## config.mk

```make
export PLATFORM = sky130hd
export DESIGN_NAME = ser_status_reporting
export DESIGN_NICKNAME = d
export VERILOG_FILES = /design/src/logic/ser_pkg.sv /design/src/logic/ser_queue_if.sv /design/src/logic/ser_event_queue.sv /design/src/logic/ser_status_reporting.sv
export SDC_FILE = /design/constraint.sdc
export NUM_CORES = 1
export LEC_CHECK = 0
export ABC_AREA = 1
export ABC_CLOCK_PERIOD_IN_PS = 2000
export BUFFER_PORTS_ARGS = -buffer_cell sky130_fd_sc_hd__buf_2
export CAP_MARGIN = 20
export CORE_MARGIN = 3
export CORE_UTILIZATION = 45
export CTS_BUF_LIST = sky130_fd_sc_hd__clkbuf_4
export CTS_CLUSTER_SIZE = 8
export DETAILED_ROUTE_END_ITERATION = 10
export GPL_TIMING_DRIVEN = 0
export PLACE_DENSITY_LB_ADDON = 0.25
export SYNTH_ARGS = -nofsm -noshare
export SYNTH_HDL_FRONTEND = slang
export SYNTH_SLANG_ARGS = --single-unit
```

## constraint.sdc

```tcl
create_clock -name clk_sys -period 2 [get_ports clk_sys]
set_input_delay 0.2 -clock clk_sys [delete_from_list [all_inputs] [get_ports clk_sys]]
set_output_delay 0.2 -clock clk_sys [all_outputs]
set_load 0.05 [all_outputs]
```

## src/logic/ser_pkg.sv

```systemverilog
// constants and types of the status and event reporting unit
package ser_pkg;
  localparam int MASK_W = 8;
  localparam int CMD_DATA_W = 16;
  localparam int CODE_W = 16;
  localparam int MSG_W = 6;
  localparam int MOD_W = 4;
  localparam int QUEUE_DEPTH = 10;
  localparam int REC_W = CODE_W + MSG_W + MOD_W;

  // event latch bit positions
  localparam int BIT_OPDONE = 0;
  localparam int BIT_QUERY = 2;
  localparam int BIT_DEVDEP = 3;
  localparam int BIT_EXEC = 4;
  localparam int BIT_CMD = 5;
  localparam int BIT_PWRON = 7;

  // summary byte bit positions
  localparam int SUM_QUEUE = 2;
  localparam int SUM_MAV = 4;
  localparam int SUM_EVENT = 5;
  localparam int SUM_MASTER = 6;
  localparam logic [7:0] SUM_USED = 8'h34;

  localparam logic [15:0] CMD_MASK_MAX = 16'h00ff;
  localparam logic [7:0] EVT_EN_RESET = 8'h00;
  localparam logic [7:0] SRQ_EN_RESET = 8'h00;
  localparam logic [7:0] LATCH_RESET = 8'h80;

  // error codes, two's complement
  localparam logic [15:0] CODE_NONE = 16'h0000;
  localparam logic [15:0] CODE_SYNTAX = 16'hff9a;
  localparam logic [15:0] CODE_BAD_CHAR = 16'hff87;
  localparam logic [15:0] CODE_EXPONENT = 16'hff85;
  localparam logic [15:0] CODE_EXEC = 16'hff38;
  localparam logic [15:0] CODE_TRIG_IGN = 16'hff2d;
  localparam logic [15:0] CODE_INIT_IGN = 16'hff2b;
  localparam logic [15:0] CODE_RANGE = 16'hff22;
  localparam logic [15:0] CODE_TOO_MUCH = 16'hff21;
  localparam logic [15:0] CODE_SHIFT_REG = 16'hff10;
  localparam logic [15:0] CODE_UNKNOWN_MOD = 16'hff0f;
  localparam logic [15:0] CODE_QUEUE_OVF = 16'hfea2;

  // code classes, inclusive signed bounds
  localparam logic signed [15:0] CMD_CLASS_HI = 16'shff9c;
  localparam logic signed [15:0] CMD_CLASS_LO = 16'shff39;
  localparam logic signed [15:0] EXEC_CLASS_HI = 16'shff38;
  localparam logic signed [15:0] EXEC_CLASS_LO = 16'shfed5;
  localparam logic signed [15:0] DEV_CLASS_HI = 16'shfed4;
  localparam logic signed [15:0] DEV_CLASS_LO = 16'shfe71;

  // text ids of records made by this unit
  localparam logic [5:0] MSG_NONE = 6'h00;
  localparam logic [5:0] MSG_EVT_EN_RANGE = 6'h01;
  localparam logic [5:0] MSG_SRQ_EN_RANGE = 6'h02;
  localparam logic [5:0] MSG_ERR_QUEUE_OVF = 6'h03;
  localparam logic [5:0] MSG_OUT_QUEUE_OVF = 6'h04;
  localparam logic [3:0] MODULE_NONE = 4'h0;

  typedef enum logic [2:0] {
    CMD_SET_EVT_EN = 3'b000,
    CMD_GET_EVT_EN = 3'b001,
    CMD_SET_SRQ_EN = 3'b010,
    CMD_GET_SRQ_EN = 3'b011,
    CMD_READ_LATCH = 3'b100,
    CMD_READ_SUMMARY = 3'b101,
    CMD_READ_ERROR = 3'b110,
    CMD_NOP = 3'b111
  } ser_cmd_e;

  typedef struct packed {
    logic [CODE_W-1:0] code;
    logic [MSG_W-1:0] msg;
    logic [MOD_W-1:0] modIdx;
  } ser_rec_s;
endpackage : ser_pkg

```

## src/logic/ser_queue_if.sv

```systemverilog
// link between the reporting unit and its error queue
`timescale 1ns/100ps
interface ser_queue_if #(
  parameter int WIDTH = ser_pkg::REC_W
);
  logic pushValid;
  logic [WIDTH-1:0] pushRec;
  logic [WIDTH-1:0] ovfRec;
  logic popReq;
  logic [WIDTH-1:0] headRec;
  logic empty;
  logic nextEmpty;
  logic full;

  modport owner (
    output pushValid, pushRec, ovfRec, popReq,
    input headRec, empty, nextEmpty, full
  );
  modport store (
    input pushValid, pushRec, ovfRec, popReq,
    output headRec, empty, nextEmpty, full
  );
endinterface : ser_queue_if

```

## src/logic/ser_event_queue.sv

```systemverilog
// first-in first-out store for coded error and event records
`timescale 1ns/100ps
module ser_event_queue #(
  parameter int DEPTH = ser_pkg::QUEUE_DEPTH,
  parameter int WIDTH = ser_pkg::REC_W
) (
  input wire logic clk_sys,
  input wire logic rst,
  ser_queue_if.store q
);
  localparam int PTR_W = $clog2(DEPTH);
  localparam int CNT_W = $clog2(DEPTH + 1);
  localparam logic [PTR_W-1:0] LAST = PTR_W'(DEPTH - 1);
  localparam logic [CNT_W-1:0] FULL_COUNT = CNT_W'(DEPTH);

  typedef struct packed {
    logic [DEPTH-1:0][WIDTH-1:0] mem;
    logic [PTR_W-1:0] rdPtr;
    logic [PTR_W-1:0] wrPtr;
    logic [CNT_W-1:0] count;
  } ser_queue_s;

  ser_queue_s st;
  ser_queue_s next_st;
  logic doPop;
  logic doPush;
  logic doReplace;

  if (DEPTH < 2) begin : g_depth_check
    $error("queue depth must be at least two");
  end

  function automatic logic [PTR_W-1:0] step(input logic [PTR_W-1:0] p);
    step = (p == LAST) ? '0 : PTR_W'(p + 1'b1);
  endfunction : step

  always_comb
  begin
    next_st = st;
    doPop = q.popReq && (st.count != '0);
    // a pop in the same cycle frees a slot for the push
    doPush = q.pushValid && ((st.count != FULL_COUNT) || doPop);
    doReplace = q.pushValid && !doPush;
    if (doPush)
    begin
      next_st.mem[st.wrPtr] = q.pushRec;
      next_st.wrPtr = step(st.wrPtr);
    end
    if (doReplace)
    begin
      // stored records stay, the newest one becomes the overflow record
      next_st.mem[(st.wrPtr == '0) ? LAST : PTR_W'(st.wrPtr - 1'b1)] =
        q.ovfRec;
    end
    if (doPop)
    begin
      next_st.rdPtr = step(st.rdPtr);
    end
    if (doPush && !doPop)
    begin
      next_st.count = CNT_W'(st.count + 1'b1);
    end
    else if (doPop && !doPush)
    begin
      next_st.count = CNT_W'(st.count - 1'b1);
    end
  end

  always_ff @(posedge clk_sys)
  begin
    if (rst)
    begin
      st <= '0;
    end
    else
    begin
      st <= next_st;
    end
  end

  assign q.headRec = st.mem[st.rdPtr];
  assign q.empty = (st.count == '0);
  assign q.full = (st.count == FULL_COUNT);
  assign q.nextEmpty = (next_st.count == '0);

  a_queue_bound: assert property (@(posedge clk_sys) disable iff (rst)
    st.count <= FULL_COUNT)
    else $error("queue holds more records than its depth");

  a_queue_order: assert property (@(posedge clk_sys) disable iff (rst)
    q.pushValid && q.empty |=> q.headRec == $past(q.pushRec))
    else $error("first record pushed is not at the head");

  a_overflow_keeps: assert property (@(posedge clk_sys) disable iff (rst)
    q.pushValid && q.full && !q.popReq |=> q.full && $stable(st.rdPtr)
      && q.headRec == $past(q.headRec))
    else $error("overflow disturbed stored records");
endmodule : ser_event_queue

```

## src/logic/ser_status_reporting.sv

```systemverilog
// status byte, event latch, masks and error queue front end
`timescale 1ns/100ps
module ser_status_reporting (
  input wire logic clk_sys,
  input wire logic rst,
  input wire logic cmdValid,
  input wire ser_pkg::ser_cmd_e cmdOp,
  input wire logic [15:0] cmdData,
  input wire logic evtValid,
  input wire logic [15:0] evtCode,
  input wire logic [5:0] evtMsg,
  input wire logic [3:0] evtModule,
  input wire logic opDoneEvt,
  input wire logic queryLostEvt,
  input wire logic outQueuePut,
  input wire logic outQueueDrained,
  input wire logic outQueueOverflow,
  output logic rspValid,
  output logic [7:0] rspData,
  output logic [15:0] rspCode,
  output logic [5:0] rspMsg,
  output logic [3:0] rspModule,
  output logic [7:0] statusByte,
  output logic serviceRequest
);
  typedef struct packed {
    logic [7:0] evtEn;
    logic [7:0] srqEn;
    logic [7:0] latch;
    logic mav;
    logic rspValid;
    logic [7:0] rspData;
    logic [15:0] rspCode;
    logic [5:0] rspMsg;
    logic [3:0] rspModule;
    logic [7:0] summary;
    logic srq;
  } ser_top_s;

  ser_top_s st;
  ser_top_s next_st;
  ser_queue_if #(.WIDTH(ser_pkg::REC_W)) qi ();

  logic [7:0] latchSet;
  logic latchClear;
  logic rangeBad;
  logic cmdPush;
  logic eventBit;
  logic masterBit;
  ser_pkg::ser_rec_s cmdRec;
  ser_pkg::ser_rec_s evtRec;
  ser_pkg::ser_rec_s oqRec;
  ser_pkg::ser_rec_s eqRec;
  ser_pkg::ser_rec_s head;

  ser_event_queue #(
    .DEPTH(ser_pkg::QUEUE_DEPTH),
    .WIDTH(ser_pkg::REC_W)
  ) u_queue (
    .clk_sys(clk_sys),
    .rst(rst),
    .q(qi.store)
  );

  // latch bit that a reported code belongs to
  function automatic logic [7:0] code_class(input logic [15:0] code);
    logic signed [15:0] c;
    c = signed'(code);
    code_class = '0;
    if (c <= ser_pkg::CMD_CLASS_HI && c >= ser_pkg::CMD_CLASS_LO)
    begin
      code_class[ser_pkg::BIT_CMD] = 1'b1;
    end
    else if (c <= ser_pkg::EXEC_CLASS_HI && c >= ser_pkg::EXEC_CLASS_LO)
    begin
      // covers -200..-299 including -223 and -240/-241
      code_class[ser_pkg::BIT_EXEC] = 1'b1;
    end
    else if (c <= ser_pkg::DEV_CLASS_HI && c >= ser_pkg::DEV_CLASS_LO)
    begin
      code_class[ser_pkg::BIT_DEVDEP] = 1'b1;
    end
  endfunction : code_class

  assign head = ser_pkg::ser_rec_s'(qi.headRec);

  always_comb
  begin
    next_st = st;
    next_st.rspValid = 1'b0;
    latchSet = '0;
    latchClear = 1'b0;
    cmdPush = 1'b0;
    qi.popReq = 1'b0;
    rangeBad = (cmdData > ser_pkg::CMD_MASK_MAX);
    cmdRec = '{ser_pkg::CODE_RANGE, ser_pkg::MSG_EVT_EN_RANGE,
      ser_pkg::MODULE_NONE};
    // module index comes from the source: 1 is the interface board slot
    evtRec = '{evtCode, evtMsg, evtModule};
    oqRec = '{ser_pkg::CODE_QUEUE_OVF, ser_pkg::MSG_OUT_QUEUE_OVF,
      ser_pkg::MODULE_NONE};
    eqRec = '{ser_pkg::CODE_QUEUE_OVF, ser_pkg::MSG_ERR_QUEUE_OVF,
      ser_pkg::MODULE_NONE};

    if (evtValid)
    begin
      latchSet = latchSet | code_class(evtCode);
    end
    if (opDoneEvt)
    begin
      latchSet[ser_pkg::BIT_OPDONE] = 1'b1;
    end
    if (queryLostEvt)
    begin
      latchSet[ser_pkg::BIT_QUERY] = 1'b1;
    end
    if (outQueueOverflow)
    begin
      latchSet[ser_pkg::BIT_DEVDEP] = 1'b1;
    end

    if (cmdValid)
    begin
      case (cmdOp)
        ser_pkg::CMD_SET_EVT_EN:
        begin
          if (rangeBad)
          begin
            cmdPush = 1'b1;
            latchSet[ser_pkg::BIT_EXEC] = 1'b1;
          end
          else
          begin
            next_st.evtEn = cmdData[7:0];
          end
        end
        ser_pkg::CMD_SET_SRQ_EN:
        begin
          if (rangeBad)
          begin
            cmdPush = 1'b1;
            cmdRec.msg = ser_pkg::MSG_SRQ_EN_RANGE;
            latchSet[ser_pkg::BIT_EXEC] = 1'b1;
          end
          else
          begin
            next_st.srqEn = cmdData[7:0];
          end
        end
        ser_pkg::CMD_GET_EVT_EN:
        begin
          next_st.rspValid = 1'b1;
          next_st.rspData = st.evtEn;
          next_st.rspCode = ser_pkg::CODE_NONE;
          next_st.rspMsg = ser_pkg::MSG_NONE;
          next_st.rspModule = ser_pkg::MODULE_NONE;
        end
        ser_pkg::CMD_GET_SRQ_EN:
        begin
          next_st.rspValid = 1'b1;
          next_st.rspData = st.srqEn;
          next_st.rspCode = ser_pkg::CODE_NONE;
          next_st.rspMsg = ser_pkg::MSG_NONE;
          next_st.rspModule = ser_pkg::MODULE_NONE;
        end
        ser_pkg::CMD_READ_LATCH:
        begin
          next_st.rspValid = 1'b1;
          next_st.rspData = st.latch;
          next_st.rspCode = ser_pkg::CODE_NONE;
          next_st.rspMsg = ser_pkg::MSG_NONE;
          next_st.rspModule = ser_pkg::MODULE_NONE;
          latchClear = 1'b1;
        end
        ser_pkg::CMD_READ_SUMMARY:
        begin
          next_st.rspValid = 1'b1;
          next_st.rspData = st.summary;
          next_st.rspCode = ser_pkg::CODE_NONE;
          next_st.rspMsg = ser_pkg::MSG_NONE;
          next_st.rspModule = ser_pkg::MODULE_NONE;
        end
        ser_pkg::CMD_READ_ERROR:
        begin
          next_st.rspValid = 1'b1;
          next_st.rspData = '0;
          // an empty queue answers code 0, no error
          if (!qi.empty)
          begin
            next_st.rspCode = head.code;
            next_st.rspMsg = head.msg;
            next_st.rspModule = head.modIdx;
            qi.popReq = 1'b1;
          end
          else
          begin
            next_st.rspCode = ser_pkg::CODE_NONE;
            next_st.rspMsg = ser_pkg::MSG_NONE;
            next_st.rspModule = ser_pkg::MODULE_NONE;
          end
        end
        default:
        begin
        end
      endcase
    end

    // one record per cycle: refused write, then event, then output overflow
    qi.pushValid = cmdPush || evtValid || outQueueOverflow;
    if (cmdPush)
    begin
      qi.pushRec = cmdRec;
    end
    else if (evtValid)
    begin
      qi.pushRec = evtRec;
    end
    else
    begin
      qi.pushRec = oqRec;
    end
    qi.ovfRec = eqRec;
    if (qi.pushValid && qi.full && !qi.popReq)
    begin
      latchSet[ser_pkg::BIT_DEVDEP] = 1'b1;
    end

    // set wins over the clear of a read in the same cycle
    next_st.latch = (latchClear ? '0 : st.latch) | latchSet;
    next_st.mav = (outQueueDrained ? 1'b0 : st.mav) | outQueuePut;

    eventBit =
      (next_st.latch[ser_pkg::BIT_OPDONE] &
        next_st.evtEn[ser_pkg::BIT_OPDONE]) |
      (next_st.latch[ser_pkg::BIT_QUERY] &
        next_st.evtEn[ser_pkg::BIT_QUERY]) |
      (next_st.latch[ser_pkg::BIT_EXEC] &
        next_st.evtEn[ser_pkg::BIT_EXEC]) |
      (next_st.latch[ser_pkg::BIT_CMD] &
        next_st.evtEn[ser_pkg::BIT_CMD]) |
      (next_st.latch[ser_pkg::BIT_PWRON] &
        next_st.evtEn[ser_pkg::BIT_PWRON]);

    next_st.summary = '0;
    next_st.summary[ser_pkg::SUM_QUEUE] = !qi.nextEmpty;
    next_st.summary[ser_pkg::SUM_MAV] = next_st.mav;
    next_st.summary[ser_pkg::SUM_EVENT] = eventBit;
    masterBit = |(next_st.summary & next_st.srqEn & ser_pkg::SUM_USED);
    next_st.summary[ser_pkg::SUM_MASTER] = masterBit;
    next_st.srq = masterBit;
  end

  always_ff @(posedge clk_sys)
  begin
    if (rst)
    begin
      st <= '0;
      st.evtEn <= ser_pkg::EVT_EN_RESET;
      st.srqEn <= ser_pkg::SRQ_EN_RESET;
      // power-on event is latched by reset
      st.latch <= ser_pkg::LATCH_RESET;
    end
    else
    begin
      st <= next_st;
    end
  end

  assign rspValid = st.rspValid;
  assign rspData = st.rspData;
  assign rspCode = st.rspCode;
  assign rspMsg = st.rspMsg;
  assign rspModule = st.rspModule;
  assign statusByte = st.summary;
  assign serviceRequest = st.srq;

  a_event_summary: assert property (@(posedge clk_sys) disable iff (rst)
    statusByte[ser_pkg::SUM_EVENT] ==
      |(st.latch & st.evtEn & 8'hb5))
    else $error("event summary bit disagrees with latch and mask");

  a_mask_reject: assert property (@(posedge clk_sys) disable iff (rst)
    cmdValid && cmdOp == ser_pkg::CMD_SET_EVT_EN && cmdData > 16'h00ff
      |=> $stable(st.evtEn) && st.latch[ser_pkg::BIT_EXEC])
    else $error("out of range mask write was not refused");

  a_mask_readback: assert property (@(posedge clk_sys) disable iff (rst)
    cmdValid && cmdOp == ser_pkg::CMD_SET_EVT_EN && cmdData <= 16'h00ff
      ##1 cmdValid && cmdOp == ser_pkg::CMD_GET_EVT_EN
      |=> rspValid && {8'h00, rspData} == $past(cmdData, 2))
    else $error("mask read back differs from value written");

  a_latch_clear: assert property (@(posedge clk_sys) disable iff (rst)
    cmdValid && cmdOp == ser_pkg::CMD_READ_LATCH && latchSet == '0
      |=> st.latch == '0 && rspData == $past(st.latch))
    else $error("latch read did not return and clear its bits");

  a_mav_set: assert property (@(posedge clk_sys) disable iff (rst)
    outQueuePut |=> statusByte[ser_pkg::SUM_MAV])
    else $error("message available not set after output put");

  a_service_req: assert property (@(posedge clk_sys) disable iff (rst)
    serviceRequest == |(statusByte & st.srqEn & 8'h34) &&
      statusByte[ser_pkg::SUM_MASTER] == serviceRequest)
    else $error("service request disagrees with enabled summary bits");

  a_error_read: assert property (@(posedge clk_sys) disable iff (rst)
    cmdValid && cmdOp == ser_pkg::CMD_READ_ERROR && !qi.empty
      |=> rspValid && rspCode == $past(head.code))
    else $error("error read did not return the head record");

  a_cmd_class: assert property (@(posedge clk_sys) disable iff (rst)
    evtValid && (evtCode == 16'hff9a || evtCode == 16'hff87 ||
      evtCode == 16'hff85) |=> st.latch[ser_pkg::BIT_CMD])
    else $error("parse error code did not set command error bit");

  a_queue_flag: assert property (@(posedge clk_sys) disable iff (rst)
    evtValid |=> statusByte[ser_pkg::SUM_QUEUE])
    else $error("queued event did not show in summary byte");
endmodule : ser_status_reporting

```

==> summary.txt <==
Job
  • Max cap viols: 0

Logic synthesis
  • Top cell type's share of synthesized area: a little over two fifths
  • Post-Syn Instances: approximately 2200
  • Seq/Total Area, Yosys: between 40% and 50%
  • Ys flop type: dfxtp_1
  • Most frequent cell after synthesis: nand2_1
  • Post-synth EDFFs: 0
  • Largest cells by area after synthesis: dfxtp_1 (42%), nand2_1 (10%), a21oi_1 (6.6%), o21ai_0 (6.6%), inv_1 (5.7%)
  • Yosys reg bits: 333
  • Count of warnings emitted by yosys: 0
  • Commonest cells in the netlist: nand2_1 (431), dfxtp_1 (333), inv_1 (239)
  • Post-Syn Area per Cell: 7.10 sq um
  • FFs w/ async S/R, synth: 0%
  • Netlist Area Pre-Place: roughly 16000 sq um
  • Distinct cells, synth: 47
  • Area leader, netlist: dfxtp_1

Place
  • Dpl hpwl: between 40000 and 50000 microns
  • Dpl cells: roughly 2800
  • Port bufs: 89
  • Placed Area: between 15000 and 20000 sq um
  • Final RePlAce weighted congestion: between 0.9 and 1
  • DP Worst Slack: -0.761 ns

Clock tree
  • Clock slew at reported path FFs: 0.06 ns
  • Root Buffer: clkbuf_4
  • Clk sinks: 333
  • Clock latency on the worst-skew pair: 0.79 ns
  • Number of CTS-inserted buffers: slightly above 90
  • CTS tree: built
  • Htree depth: 3
  • Maximum clock insertion buffer count: 3

STA
  • Final setup violation count: approximately 150
  • Slew headroom: approximately a fifth
  • Fin. Hold Viols: 0
  • Setup ws final: -0.148 ns
  • Clk_skew: approximately 0.040 ns
  • Sum Neg Setup Slack: -6.75 ns
  • WHS: 0.00630 ns
  • Final min period: roughly 2.1 ns
  • Slew Limit Fails: 0
  • Max Clk Rate: approximately 470 MHz
  • RSZ-0062 raised after global routing: true
  • Final period util: 107%
  • Worst-margin pin slew: 1.21 ns

Status
  • Status: complete, but fails checks
  • Failing checks: DRC, setup timing

Global routing
  • Global-route met1 utilization: between 40% and 50%
  • Pin count of the biggest net entering global routing: 13
  • Met2 Use GR: 48.3%
  • Total grt overflow: 0
  • Vias in the first global route: approximately 16000
  • Gr usage total: roughly 31%
  • Busiest grt layer: met2
  • Initial antenna violation count: 1
  • Met3 usage: under 10%
  • First-pass GRT wire length: 92500 microns

Floorplan
  • Die ar.: roughly 38000 sq um
  • Starting Density: roughly 46%
  • IO Count: between 90 and 100
  • Rows: 68
  • Core area: 34600 sq um
  • Die height: roughly 190 microns
  • Die width: 194 microns

Critical path
  • CP required: approximately 2.7 ns
  • Worst path slowest cell: dfxtp_4
  • Crit path DAT: 2.81 ns
  • CP delay by family, top: simple AND/OR/NAND/NOR gates
  • CP Max Fanout: 9
  • Worst path cell trace: buf_4, ha_1, nand3_2, or2_4, nand2_8, buf_12, nor2_4, nand2_4, buf_4, a21oi_1, o21ai_0, nand2_1, inv_1
  • CP peak stage delay: between 0.3 and 0.4 ns
  • WS Path Type: reg2reg
  • Startpoint types: flop
  • Buf/Inv on CP: 4
  • Most frequent CP cell: buf_4
  • Worst setup EP type: flop

Cells and area
  • # nets final: 2620
  • Final design area excluding fillers: between 20000 and 25000 sq um
  • Fillers: between 2000 and 3000
  • Area growth syn-to-layout: 35.3%
  • Share of layout cells above drive strength 1: between 20% and 30%
  • Area of the multi-input gates: roughly 8000 sq um
  • Seq. cell area: about 6700 sq um
  • Non-Filler Instances: ~3100
  • Post-layout utilization of the core: just over 60%

Pwr
  • Power density cells: around 740 nW/um^2
  • Total power: between 15 and 20 mW
  • Peak VDD IR: around 470 uV
  • Leak: 9.71 nW

Route
  • Post-route ant nets: 0
  • Drc violations: 1
  • Vias per cell: ~5.8
  • Via count: about 18000
  • WL/cell: ~21 microns
  • Final wirelength: between 60000 and 70000 microns
  • Iter 0 DRT Violations: between 1500 and 2000
  • Drt pass-1 iters: 10

Hold path
  • Hold WC Path Type: in2reg
[cell type report]
cell class | instances | area share (%)
diodes | 2 | 0.0233
plain buffers | 190 | 7.49
clock buffers | 135 | 4.72
clock inverters | 23 | 0.787
inverters | 251 | 4.76
multi-input cells | 1466 | 38.1
flip-flops and latches | 333 | 31.1
well taps | 455 | 2.65
repair buffers | 227 | 10.4
repair inverters | 1 | 0.0408
[path summary, 6_finish.rpt]
check | startpoint | end | slack (ns) | cells after the start
worst min-delay path | evtCode[9] | u_queue.st[135]$_SDFF_PP0_ | 0.006 | 5
worst min register to register | u_queue.st[70]$_SDFF_PP0_ | u_queue.st[70]$_SDFF_PP0_ | 0.47 | 2
worst max-delay path | u_queue.st[1]$_SDFF_PP0_ | u_queue.st[211]$_SDFF_PP0_ | -0.15 | 13
worst max register to register | u_queue.st[1]$_SDFF_PP0_ | u_queue.st[211]$_SDFF_PP0_ | -0.15 | 13
[cells by family after synthesis]
group	Yosys count	share of synthesized area, %
simple gates	762	19.3
compound gates	665	24.7
buf+inv	441	11.9
flops	333	42.0
mux	25	1.58
xor+xnor	5	0.276
fa+ha+maj	4	0.315
other cells	1	0.0236
[flip-flops by register name, summed over array words and instances (netlist names)]
signal      count
rspCode        16
rspData         8
rspModule       4
rspMsg          6
rspValid        1
st             22
statusByte      4
u_queue.st    272
[tightest hold or removal path, cell delays in order]
cell and delay [ns]:
buf_2 0.14, nor2_2 0.15, nor2_1 0.14, o21ai_1 0.06
inv_1 0.04
[routing by layer]
layer / share of wire (%) / wire [microns]
met5: 0 / 0
met1: 40 / 25800
met4: 6.4 / 4190
met2: 43 / 28000
met3: 11 / 7120
[power by group]
part           switching [mW]  internal, mW  leakage, nW
clock                    2.98          3.45        0.705
combinational            1.47         0.912         6.31
sequential              0.123          6.85         2.70
[cells in the final DEF (no fill, tap or decap), types with 16 or more instances in the layout]
cell / count
a211oi_1: 30
a211oi_2: 18
a21oi_1: 189
a21oi_2: 20
a31oi_1: 16
buf_2: 94
buf_4: 78
buf_6: 57
buf_8: 24
clkbuf_1: 27
clkbuf_16: 24
clkbuf_2: 24
clkbuf_4: 150
clkinv_1: 16
dfxtp_1: 329
dlygate4sd3_1: 48
inv_1: 230
mux2i_1: 25
nand2_1: 376
nand2_2: 38
nand3_1: 50
nor2_1: 210
nor2_2: 16
o211ai_1: 86
o21a_1: 16
o21ai_0: 169
o21ai_1: 35
o21bai_1: 28
[timing repair]
action	4_1_cts	5_1_grt
hold endpoints to repair	79	6
pin swaps	22	52
setup buffers	22	30
gates resized for setup	242	377
setup endpoints to repair	291	293
hold buffers	46	3
cloned	4	32
Power figures use the tool's default switching activity.
